==> src/apcr_pkg.sv <==
// package: page ids, register offsets, field positions and reset values
package apcr_pkg;
   // page identifiers
   localparam logic [15:0] PAGE_MASTER  = 16'h0080;
   localparam logic [15:0] PAGE_ADC     = 16'h000F;
   localparam logic [15:0] PAGE_DIGITAL = 16'h6800;
   // register offsets within pages
   localparam logic [7:0] OFF_APPLY_STROBE  = 8'h00;
   localparam logic [7:0] OFF_IL_MODE       = 8'h40;
   localparam logic [7:0] OFF_IL_OVERRIDE   = 8'h4E;
   localparam logic [7:0] OFF_POWER_DOWN    = 8'h55;
   localparam logic [7:0] OFF_OVR_ROUTING   = 8'h59;
   localparam logic [7:0] OFF_OVR_THRESHOLD = 8'h5F;
   // field positions
   localparam int BIT_APPLY       = 0;
   localparam int BIT_PDN_EN      = 4;
   localparam int BIT_ROUTE_CHB   = 7;
   localparam int BIT_ALWAYS_ONE  = 5;
   localparam int BIT_IL_OVERRIDE = 0;
   // interleave mode encodings
   localparam logic [7:0] IL_MODE_ENABLED  = 8'h00;
   localparam logic [7:0] IL_MODE_DISABLED = 8'h08;
   // reset values
   localparam logic [7:0] RST_BYTE      = 8'h00;
   localparam logic [7:0] RST_THRESHOLD = 8'h00;
   localparam int         NUM_DIG       = 2;  // shadowed bytes: mode, override

   // one register access from the serial control interface
   typedef struct packed {
      logic        wr;
      logic        rd;
      logic [15:0] page;
      logic [7:0]  addr;
      logic [7:0]  wdata;
   } apcr_req_t;

   // settings presented to the rest of the device
   typedef struct packed {
      logic       register_power_down_enable;
      logic       chan_b_overrange_routing;
      logic [7:0] overrange_threshold_setting;
      logic       interleave_engine_on;
   } apcr_cfg_t;
endpackage : apcr_pkg

==> src/apcr_shadow.sv <==
// file: shadow and active copies of main digital page settings
`timescale 1ns/1ps
module apcr_shadow #(
   parameter int NUM = 3
) (
   input  wire logic               sys_clk,
   input  wire logic               rst,
   input  wire logic               wr_en,
   input  wire logic [1:0]         wr_idx,
   input  wire logic [7:0]         wr_data,
   input  wire logic               commit,
   output logic      [NUM*8-1:0]   active_q
);
   typedef struct packed {
      logic [NUM*8-1:0] shadow;
      logic [NUM*8-1:0] active;
   } apcr_sh_state_t;

   apcr_sh_state_t s_q, s_d;

   // writes land in shadow; commit copies shadow to active
   always_comb begin
      s_d = s_q;
      for (int i = 0; i < NUM; i++) begin
         if (wr_en && wr_idx == 2'(i)) begin
            s_d.shadow[i*8 +: 8] = wr_data;
         end
      end
      if (commit) begin
         s_d.active = s_d.shadow;
      end
   end

   always_ff @(posedge sys_clk) begin
      if (rst) begin
         s_q <= '0;
      end else begin
         s_q <= s_d;
      end
   end

   assign active_q = s_q.active;
endmodule : apcr_shadow

==> src/apcr_regs.sv <==
// file: paged configuration register bank of a dual-channel converter
`timescale 1ns/1ps
module apcr_regs (
   input  wire logic                sys_clk,
   input  wire logic                rst,
   input  wire apcr_pkg::apcr_req_t req,
   input  wire logic                serial_data_out_normal,
   input  wire logic                fast_overrange_flag_b,
   output logic                     rdata_valid,
   output logic [7:0]               rdata,
   output apcr_pkg::apcr_cfg_t      cfg,
   output logic                     serial_data_out_pin
);
   ////////////////////////////////////////////////////////////////////////////
   // timing at the ports, all on the rising edge of sys_clk:
   // a request counts on the edge where req.wr or req.rd is high;
   // read data and its valid strobe stand for the next cycle only;
   // master and adc page settings reach cfg two edges after the write;
   // main digital page settings reach cfg two edges after the commit;
   // unmapped places drop writes and read back as zero;
   // after reset every output is low except the engine-on flag;
   // back-to-back requests are fine, there is no busy state

   // all state of the bank except the shadowed bytes (held in u_shadow) in one record
   typedef struct packed {
      logic                pdn;         // power-down enable bit
      logic                route;       // write-only chan b routing bit
      logic                always_one;  // readable must-be-one bit
      logic [7:0]          thr;         // shared overrange threshold
      logic                apply;       // last written apply bit
      logic                rvalid;      // read answer strobe
      logic [7:0]          rdata;       // read answer byte
      apcr_pkg::apcr_cfg_t cfg;         // settings seen by the device
      logic                pin_out;     // registered output pin level
   } apcr_state_t;

   apcr_state_t s_q;
   apcr_state_t s_d;

   ////////////////////////////////////////////////////////////////////////////
   // decode page plus offset into one hit; shared by every register
   function automatic logic hit(
      input logic [15:0] pg,
      input logic [7:0]  ad,
      input logic [15:0] want_pg,
      input logic [7:0]  want_ad
   );
      hit = (pg == want_pg) && (ad == want_ad);
   endfunction : hit

   // engine state from the committed mode and override bytes;
   // reserved codes leave the engine running, the safer default
   function automatic logic engine_on(
      input logic [7:0] mode,
      input logic [7:0] ovr_byte
   );
      if (ovr_byte[apcr_pkg::BIT_IL_OVERRIDE]) begin
         engine_on = (mode != apcr_pkg::IL_MODE_DISABLED);
      end else begin
         engine_on = 1'h1;
      end
   endfunction : engine_on

   ////////////////////////////////////////////////////////////////////////////
   // register hits
   logic h_pdn;
   logic h_rt;
   logic h_thr;
   logic h_app;
   logic h_il;
   logic h_ov;

   // page selection
   // master page: power-down and routing
   assign h_pdn = hit(req.page, req.addr, apcr_pkg::PAGE_MASTER,  apcr_pkg::OFF_POWER_DOWN);
   assign h_rt  = hit(req.page, req.addr, apcr_pkg::PAGE_MASTER,  apcr_pkg::OFF_OVR_ROUTING);
   // adc page: shared threshold
   assign h_thr = hit(req.page, req.addr, apcr_pkg::PAGE_ADC,     apcr_pkg::OFF_OVR_THRESHOLD);
   // main digital page: apply strobe, mode, override
   assign h_app = hit(req.page, req.addr, apcr_pkg::PAGE_DIGITAL, apcr_pkg::OFF_APPLY_STROBE);
   assign h_il  = hit(req.page, req.addr, apcr_pkg::PAGE_DIGITAL, apcr_pkg::OFF_IL_MODE);
   assign h_ov  = hit(req.page, req.addr, apcr_pkg::PAGE_DIGITAL, apcr_pkg::OFF_IL_OVERRIDE);

   ////////////////////////////////////////////////////////////////////////////
   // main digital page shadow
   // slot 0 holds the mode byte, slot 1 the override byte
   logic                           sh_wr;
   logic [1:0]                     sh_idx;
   logic                           commit;
   logic [apcr_pkg::NUM_DIG*8-1:0] active;
   logic [7:0]                     active_mode;
   logic [7:0]                     active_override;

   // mode and override writes go to the shadow only
   always_comb begin
      sh_wr = req.wr && (h_il || h_ov);
      if (h_il) begin
         sh_idx = 2'h0;
      end else begin
         sh_idx = 2'h1;
      end
   end

   // commit closes the low-high-low apply pulse
   // a lone write of 0 after reset does not commit, so a half-written
   // shadow never leaks into the engine before software asks for it
   assign commit = s_q.apply && req.wr && h_app && !req.wdata[apcr_pkg::BIT_APPLY];

   // shadow holds pending bytes; active is what the device uses
   apcr_shadow #(
      .NUM (apcr_pkg::NUM_DIG)
   ) u_shadow (
      .sys_clk  (sys_clk),
      .rst      (rst),
      .wr_en    (sh_wr),
      .wr_idx   (sh_idx),
      .wr_data  (req.wdata),
      .commit   (commit),
      .active_q (active)
   );

   // byte lanes of the committed copy
   assign active_mode     = active[7:0];
   assign active_override = active[15:8];

   ////////////////////////////////////////////////////////////////////////////
   // next state: writes, readback and output staging
   always_comb begin
      s_d = s_q;
      // a read is answered exactly one cycle later
      s_d.rvalid = req.rd;

      // register writes; reserved bits are dropped, not stored
      if (req.wr) begin
         if (h_pdn) begin
            s_d.pdn = req.wdata[apcr_pkg::BIT_PDN_EN];
         end
         if (h_rt) begin
            s_d.route      = req.wdata[apcr_pkg::BIT_ROUTE_CHB];
            s_d.always_one = req.wdata[apcr_pkg::BIT_ALWAYS_ONE];
         end
         if (h_thr) begin
            s_d.thr = req.wdata;
         end
         if (h_app) begin
            s_d.apply = req.wdata[apcr_pkg::BIT_APPLY];
         end
      end

      // readback; write-only fields and unmapped places read as zero
      s_d.rdata = apcr_pkg::RST_BYTE;
      if (req.rd) begin
         // power-down byte shows only its enable bit
         if (h_pdn) begin
            s_d.rdata[apcr_pkg::BIT_PDN_EN] = s_q.pdn;
         end
         // routing byte hides the write-only routing bit
         if (h_rt) begin
            s_d.rdata[apcr_pkg::BIT_ALWAYS_ONE] = s_q.always_one;
         end
         // threshold reads back whole
         if (h_thr) begin
            s_d.rdata = s_q.thr;
         end
         // apply bit reads back as last written
         if (h_app) begin
            s_d.rdata[apcr_pkg::BIT_APPLY] = s_q.apply;
         end
      end

      s_d.cfg.register_power_down_enable = s_q.pdn;
      // routing select reported in cfg; the pin uses the stored bit
      s_d.cfg.chan_b_overrange_routing = s_q.route;
      s_d.cfg.overrange_threshold_setting = s_q.thr;
      s_d.cfg.interleave_engine_on = engine_on(active_mode, active_override);

      // output pin mux, registered so the pin never glitches
      // the select is the stored bit, one cycle ahead of cfg
      if (s_q.route) begin
         s_d.pin_out = fast_overrange_flag_b;
      end else begin
         s_d.pin_out = serial_data_out_normal;
      end
   end

   ////////////////////////////////////////////////////////////////////////////
   // synchronous reset; engine starts enabled since mode 0 means on
   always_ff @(posedge sys_clk) begin
      if (rst) begin
         s_q                                 <= '0;
         s_q.thr                             <= apcr_pkg::RST_THRESHOLD;
         s_q.cfg.overrange_threshold_setting <= apcr_pkg::RST_THRESHOLD;
         s_q.cfg.interleave_engine_on        <= 1'h1;
      end else begin
         s_q <= s_d;
      end
   end

   ////////////////////////////////////////////////////////////////////////////
   // every output comes straight from a flop of the state record
   assign rdata_valid         = s_q.rvalid;
   assign rdata               = s_q.rdata;
   assign cfg                 = s_q.cfg;
   assign serial_data_out_pin = s_q.pin_out;
endmodule : apcr_regs

==> config.mk <==
export PLATFORM = sky130hd
export DESIGN_NAME = apcr_regs
export DESIGN_NICKNAME = d
export VERILOG_FILES = /design/src/apcr_pkg.sv /design/src/apcr_shadow.sv /design/src/apcr_regs.sv
export SDC_FILE = /design/constraint.sdc
export NUM_CORES = 1
export LEC_CHECK = 0
export BUFFER_PORTS_ARGS = -buffer_cell sky130_fd_sc_hd__buf_2
export CAP_MARGIN = 10
export CORE_MARGIN = 2
export CORE_UTILIZATION = 25
export DETAILED_ROUTE_END_ITERATION = 12
export GPL_ROUTABILITY_DRIVEN = 0
export PLACE_DENSITY_LB_ADDON = 0.2
export SYNTH_ARGS = -nofsm -noshare
export SYNTH_HDL_FRONTEND = slang
export SYNTH_HIERARCHICAL = 1
export SYNTH_SLANG_ARGS = --single-unit
==> constraint.sdc <==
create_clock -name sys_clk -period 3.11 [get_ports sys_clk]
set_input_delay 0.311 -clock sys_clk [delete_from_list [all_inputs] [get_ports sys_clk]]
set_output_delay 0.311 -clock sys_clk [all_outputs]
set_load 0.005 [all_outputs]
==> flow_summary.yaml, run 1 <==
floorplanning:
  die_h_um: 99.3
  chipWidth_um: 99.3
  rows: 34
  design.portCount: 59
  core_area_sq_mm: 0.00876
  initial_core_util: 0.259
  die_area_sq_mm: 0.00987
timing:
  slew-limit-headroom: 0.633
  tns_ns: 0
  final_hold_fails: 0
  rsz0062_at_grt: "false"
  finalWorstPathRequiredPeriod_ns: 2.46
  finalWorstSetupSlack_ns: 0.652
  worst_setup_skew_after_layout_ns: 0.0136
  timing.final.max_slew_violations: 0
  max_clock_freq_ghz: 0.407
  tightestPinTransition_ns: 0.550
  period_share: 0.790
  setup_violations_final: 0
grt:
  grt_max_degree: 28
  grt_pass1_vias: 1494
  grt_first_pass_wirelength_um: 7510
  initial_antenna_violation_count: 0
  track_usage: 0.0963
  overflow: 0
route:
  drt_pre_antenna_iters: 4
  detail-route-antenna-nets: 0
  first_iter_violations: 72
  dr_vias: 1565
  drc_errors: 0
  wl_per_cell_um: 12.5
  vias_cell: 4.31
  postRouteWirelength_um: 4530
clock_network:
  clk_path_buf_depth: 2
  cts_max_level: 2
  tritoncts_clock_tree: "done"
  clk_transition_reported_paths_ns: 0.10
  cts_inserted_buffers: 5
  clk-insertion-delay-late_ns: 0.31
  hold_fix_buffers_at_cts: 0
  cts.repair.resized: 0
  clock_sink_count: 51
  clk_root_buffer_cell: "sky130_fd_sc_hd__clkbuf_8"
  cts_setup_buffers: 0
pwr:
  totalPowerFinal_mw: 1.20
  power_per_cell_area_mw_per_mm2: 468
  p_leak_nw: 1.13
  ir_worst_vdd_mv: 0.190
layout:
  post_layout_util: 0.293
  final_cell_count_no_fill: 363
  insertedDiodeCount: 0
  layout-drive-gt1-share: 0.373
  syn2layout_area_growth_pct: 12.9
  final_net_count: 292
job:
  drv.max_cap_violation_count: 0
place:
  placed_cells_incl_taps: 355
  hpwl_um: 3460
  pre_cts_slack_ns: 0.330
  place.port_buffers: 58
setup_path:
  cp_cell_sequence: "buf_2 > or4_4 > nor3_1 > nand3_1 > a21oi_1 > or3b_1 > mux2i_1 > a211oi_1"
  worst-endpoint-required_ns: 3.33
  cp_data_arrival_time_ns: 2.68
  startpoint_type: "primary input"
  crit_type: "in -> reg"
  critPathSlowestCell: "sky130_fd_sc_hd__or3b_1"
  timing.critical_path.slowest_cell_delay_ns: 0.61
  worstSetupEndpointType: "register"
  largest_fanout_on_the_critical_path: 8
yosys:
  netlist_instances: 224
  syn-cell-area_sq_mm: 0.00227
  ys.warnings.count: 6
  postSynthAreaPerCell_sq_um: 10.1
run_status:
  run_status: "finished, final reports clean"
worst_hold_path:
  hold_path_class: "in -> reg"
[where the power goes]
part           leakage, nW  switching [mW]  internal (mW)
clock               0.0548           0.236          0.243
combinational        0.667          0.0349         0.0316
sequential           0.411        0.000315          0.654
[cell usage in the layout, fill, tap and decap left out, drive strengths merged, types with 2 or more instances in the layout]
cell and instances:
or3 3, nor3b 3, mux2 5, dfxtp 51
nor2 23, clkbuf 5, nand3 4, or4b 2
nand2 3, a211oi 9, nor4 5, and2b 8
nand4 7, nor3 4, a21oi 5, and4 2
and2 5, nor2b 2, inv 7, buf 60
conb 2, nand2b 11, or4 3, nand4b 3
mux2i 16
[metal layers]
| metal | up-vias | global-route usage | share of wire |
|---|---|---|---|
| li1 | 799 | - | - |
| met1 | 707 | 0.140 | 0.52 |
| met2 | 53 | 0.138 | 0.40 |
| met3 | 6 | 0.0246 | 0.065 |
| met4 | 0 | 0.0348 | 0.016 |
| met5 | - | 0 | 0 |
[flip-flops by register name, indices dropped and copies added (netlist names)]
signal,flops
cfg,11
u_shadow/s_q,9
rdata_valid,1
s_d,10
s_q,2
u_shadow/active_q,9
rdata,8
serial_data_out_pin,1
[stage by stage]
stage          instance area, sq um  hold WS, ns
4_1_cts                        2560        0.229
3_3_place_gp                   2450        0.425
5_1_grt                        2560        0.243
2_1_floorplan                  2280        0.384
3_5_place_dp                   2450        0.417
6_report                       2560        0.235
[cell type report]
cell class | instances | area, sq um
clock inverter | 3 | 46.3
fill | 954 | 6200
sequential | 51 | 1020
clock buffer | 5 | 68.8
timing repair buffer | 60 | 305
inverter | 6 | 22.5
multi-input combinational | 130 | 966
tap | 108 | 135
[final timing paths]
kind / from / endpoint / slack, ns / depth (start not counted)
worst max-delay path: req[23] / u_shadow/active_q[0] / 0.65 / 8
worst min-delay path: serial_data_out_normal / serial_data_out_pin / 0.23 / 3
worst max register to register: s_q[21] / u_shadow/active_q[0] / 1.77 / 5
worst min register to register: u_shadow/active_q[3] / cfg[0] / 0.44 / 1
[critical path, delay by kind of cell]
family / cells / cell delay, ns
compound gates: 2 / 0.43
buf+inv: 1 / 0.10
simple gates: 4 / 1.62
mux: 1 / 0.22
No activity file was read; power rests on OpenSTA's default activity.
==> inputs of run 2 (changes only) <==
==> constraint.sdc (replaced) <==
create_clock -name sys_clk -period 2.3 [get_ports sys_clk]
set_input_delay 0.23 -clock sys_clk [delete_from_list [all_inputs] [get_ports sys_clk]]
set_output_delay 0.23 -clock sys_clk [all_outputs]
set_load 0.005 [all_outputs]
==> run 2 against run 1 <==
Effect of this change:
- clock skew down 0.0049 ns
- design area up 2.5%
- clock power up 7.9%
- count of clock-buffer cells in the layout unchanged
- flip-flop and latch count unchanged
==> flow_summary.yaml, run 2 (same netlist as run 1, synthesis figures left out) <==
setup_path:
  rr_endpoint: "u_shadow/active_q[0]"
  critical_path.top_delay_family: "simple AND/OR/NAND/NOR gates"
  crit_type: "in -> reg"
  largest_fanout_on_the_critical_path: 8
  cp-startpoint: "req[25]"
  critPathSlowestCell: "sky130_fd_sc_hd__or4_4"
  worstSetupEndpointType: "register"
  timing.critical_path.depth: 8
  timing.critical_path.slowest_cell_delay_ns: 0.57
  end_of_the_critical_path: "u_shadow/active_q[0]"
  worst-path-buf-inv: 2
  reg2reg_setup_slack_ns: 0.95
  worst-endpoint-required_ns: 2.52
  ff2ff_path_depth: 5
  worst_r2r_startpoint: "s_q[21]"
  cp_cell_sequence: "buf_2 > or4_4 > nor4_2 > nand3_1 > or3b_1 > buf_4 > mux2i_1 > a211oi_1"
  cp_data_arrival_time_ns: 2.28
  startpoint_type: "primary input"
grt:
  track_usage: 0.0981
  grt_first_pass_wirelength_um: 7620
  grt_pass1_vias: 1568
  grt_max_degree: 24
  overflow: 0
  initial_antenna_violation_count: 0
clock_network:
  clk-insertion-delay-late_ns: 0.31
  clk_root_buffer_cell: "sky130_fd_sc_hd__clkbuf_8"
  cts.repair.resized: 0
  clk_transition_reported_paths_ns: 0.09
  cts_inserted_buffers: 5
  hold_fix_buffers_at_cts: 0
  cts_max_level: 2
  cts_setup_buffers: 0
  clk_path_buf_depth: 2
  tritoncts_clock_tree: "done"
  clock_sink_count: 51
timing:
  hold_ws_ns: 0.157
  finalWorstPathRequiredPeriod_ns: 2.06
  slew-limit-headroom: 0.672
  setup_violations_final: 0
  timing.final.max_slew_violations: 0
  rsz0062_at_grt: "false"
  final_hold_fails: 0
  worst_setup_skew_after_layout_ns: 0.00870
  tightestPinTransition_ns: 0.488
  max_clock_freq_ghz: 0.486
  period_share: 0.894
floorplanning:
  core_area_sq_mm: 0.00876
  die_area_sq_mm: 0.00987
  chipWidth_um: 99.3
  rows: 34
  die_h_um: 99.3
  initial_core_util: 0.259
  design.portCount: 59
worst_hold_path:
  holdCritStartpoint: "serial_data_out_normal"
  hold_path_class: "in -> reg"
route:
  detail-route-antenna-nets: 0
  first_iter_violations: 74
  postRouteWirelength_um: 4490
  vias_cell: 4.25
  dr_vias: 1584
  wl_per_cell_um: 12.0
  drt_pre_antenna_iters: 4
  drc_errors: 0
job:
  drv.max_cap_violation_count: 0
layout:
  final_net_count: 302
  most_flop_heavy_register: "cfg"
  mostFrequentLayoutCell: "sky130_fd_sc_hd__buf_2"
  insertedDiodeCount: 0
  final_cell_mix: "58 x sky130_fd_sc_hd__buf_2, 51 x sky130_fd_sc_hd__dfxtp_1, 22 x sky130_fd_sc_hd__nor2_1"
  largest_register_ff_count: 11
  syn2layout_area_growth_pct: 15.7
  layout-drive-gt1-share: 0.400
  post_layout_util: 0.300
run_status:
  run_status: "finished, final reports clean"
pwr:
  totalPowerFinal_mw: 1.49
  p_leak_nw: 1.18
  ir_worst_vdd_mv: 0.256
  power_per_cell_area_mw_per_mm2: 568
place:
  hpwl_um: 3550
  place.port_buffers: 58
-- run 2: power breakdown --
part / switching, mW / total [mW] / internal (mW)
Clock: 0.302 / 0.517 / 0.215
Sequential: 0.000423 / 0.884 / 0.884
Combinational: 0.0474 / 0.0937 / 0.0464
Total: 0.350 / 1.49 / 1.15
-- run 2: metrics by stage --
step / setup TNS (ns) / setup slack (ns) / cell area (sq um) / std cells
floorplan: 0 / 0.0886 / 2280 / 225
global placement: -0.969 / -0.100 / 2540 / 365
detailed placement: -1.14 / -0.124 / 2540 / 365
CTS: 0 / 0.203 / 2630 / 373
global route: 0 / 0.0820 / 2630 / 373
finish: 0 / 0.244 / 2630 / 373
-- run 2: worst min-delay path by stage --
stage	cells after the start	slack (ns)	endpoint
2_1_floorplan	1	0.30	u_shadow/active_q[0]
3_3_place_gp	1	0.42	cfg[0]
3_5_place_dp	1	0.42	cfg[0]
4_1_cts	3	0.15	serial_data_out_pin
5_1_grt	3	0.16	serial_data_out_pin
6_report	3	0.16	serial_data_out_pin
-- run 2: worst reg2reg max path, stage by stage, from the launching register on --
cell	delay [ns]
sky130_fd_sc_hd__dfxtp_1	0.36
sky130_fd_sc_hd__nand4b_1	0.17
sky130_fd_sc_hd__nor3b_2	0.21
sky130_fd_sc_hd__buf_4	0.24
sky130_fd_sc_hd__nor2_1	0.07
sky130_fd_sc_hd__a211oi_1	0.21
-- run 2: layout make-up --
class | count | area, sq um
multi-input combinational | 130 | 971
clock inverter | 3 | 18.8
timing repair buffer | 70 | 393
tap | 108 | 135
fill | 939 | 6130
inverter | 6 | 22.5
clock buffer | 5 | 68.8
sequential | 51 | 1020
-- run 2: per-layer routing --
metal  track usage  up-vias  wire length [um]  share of wire
met3        0.0260        6               310          0.069
met5             0        -                 0              0
met2         0.140       56              1800           0.40
met4        0.0379        0                82          0.018
li1              -      825                 -              -
met1         0.141      697              2290           0.51
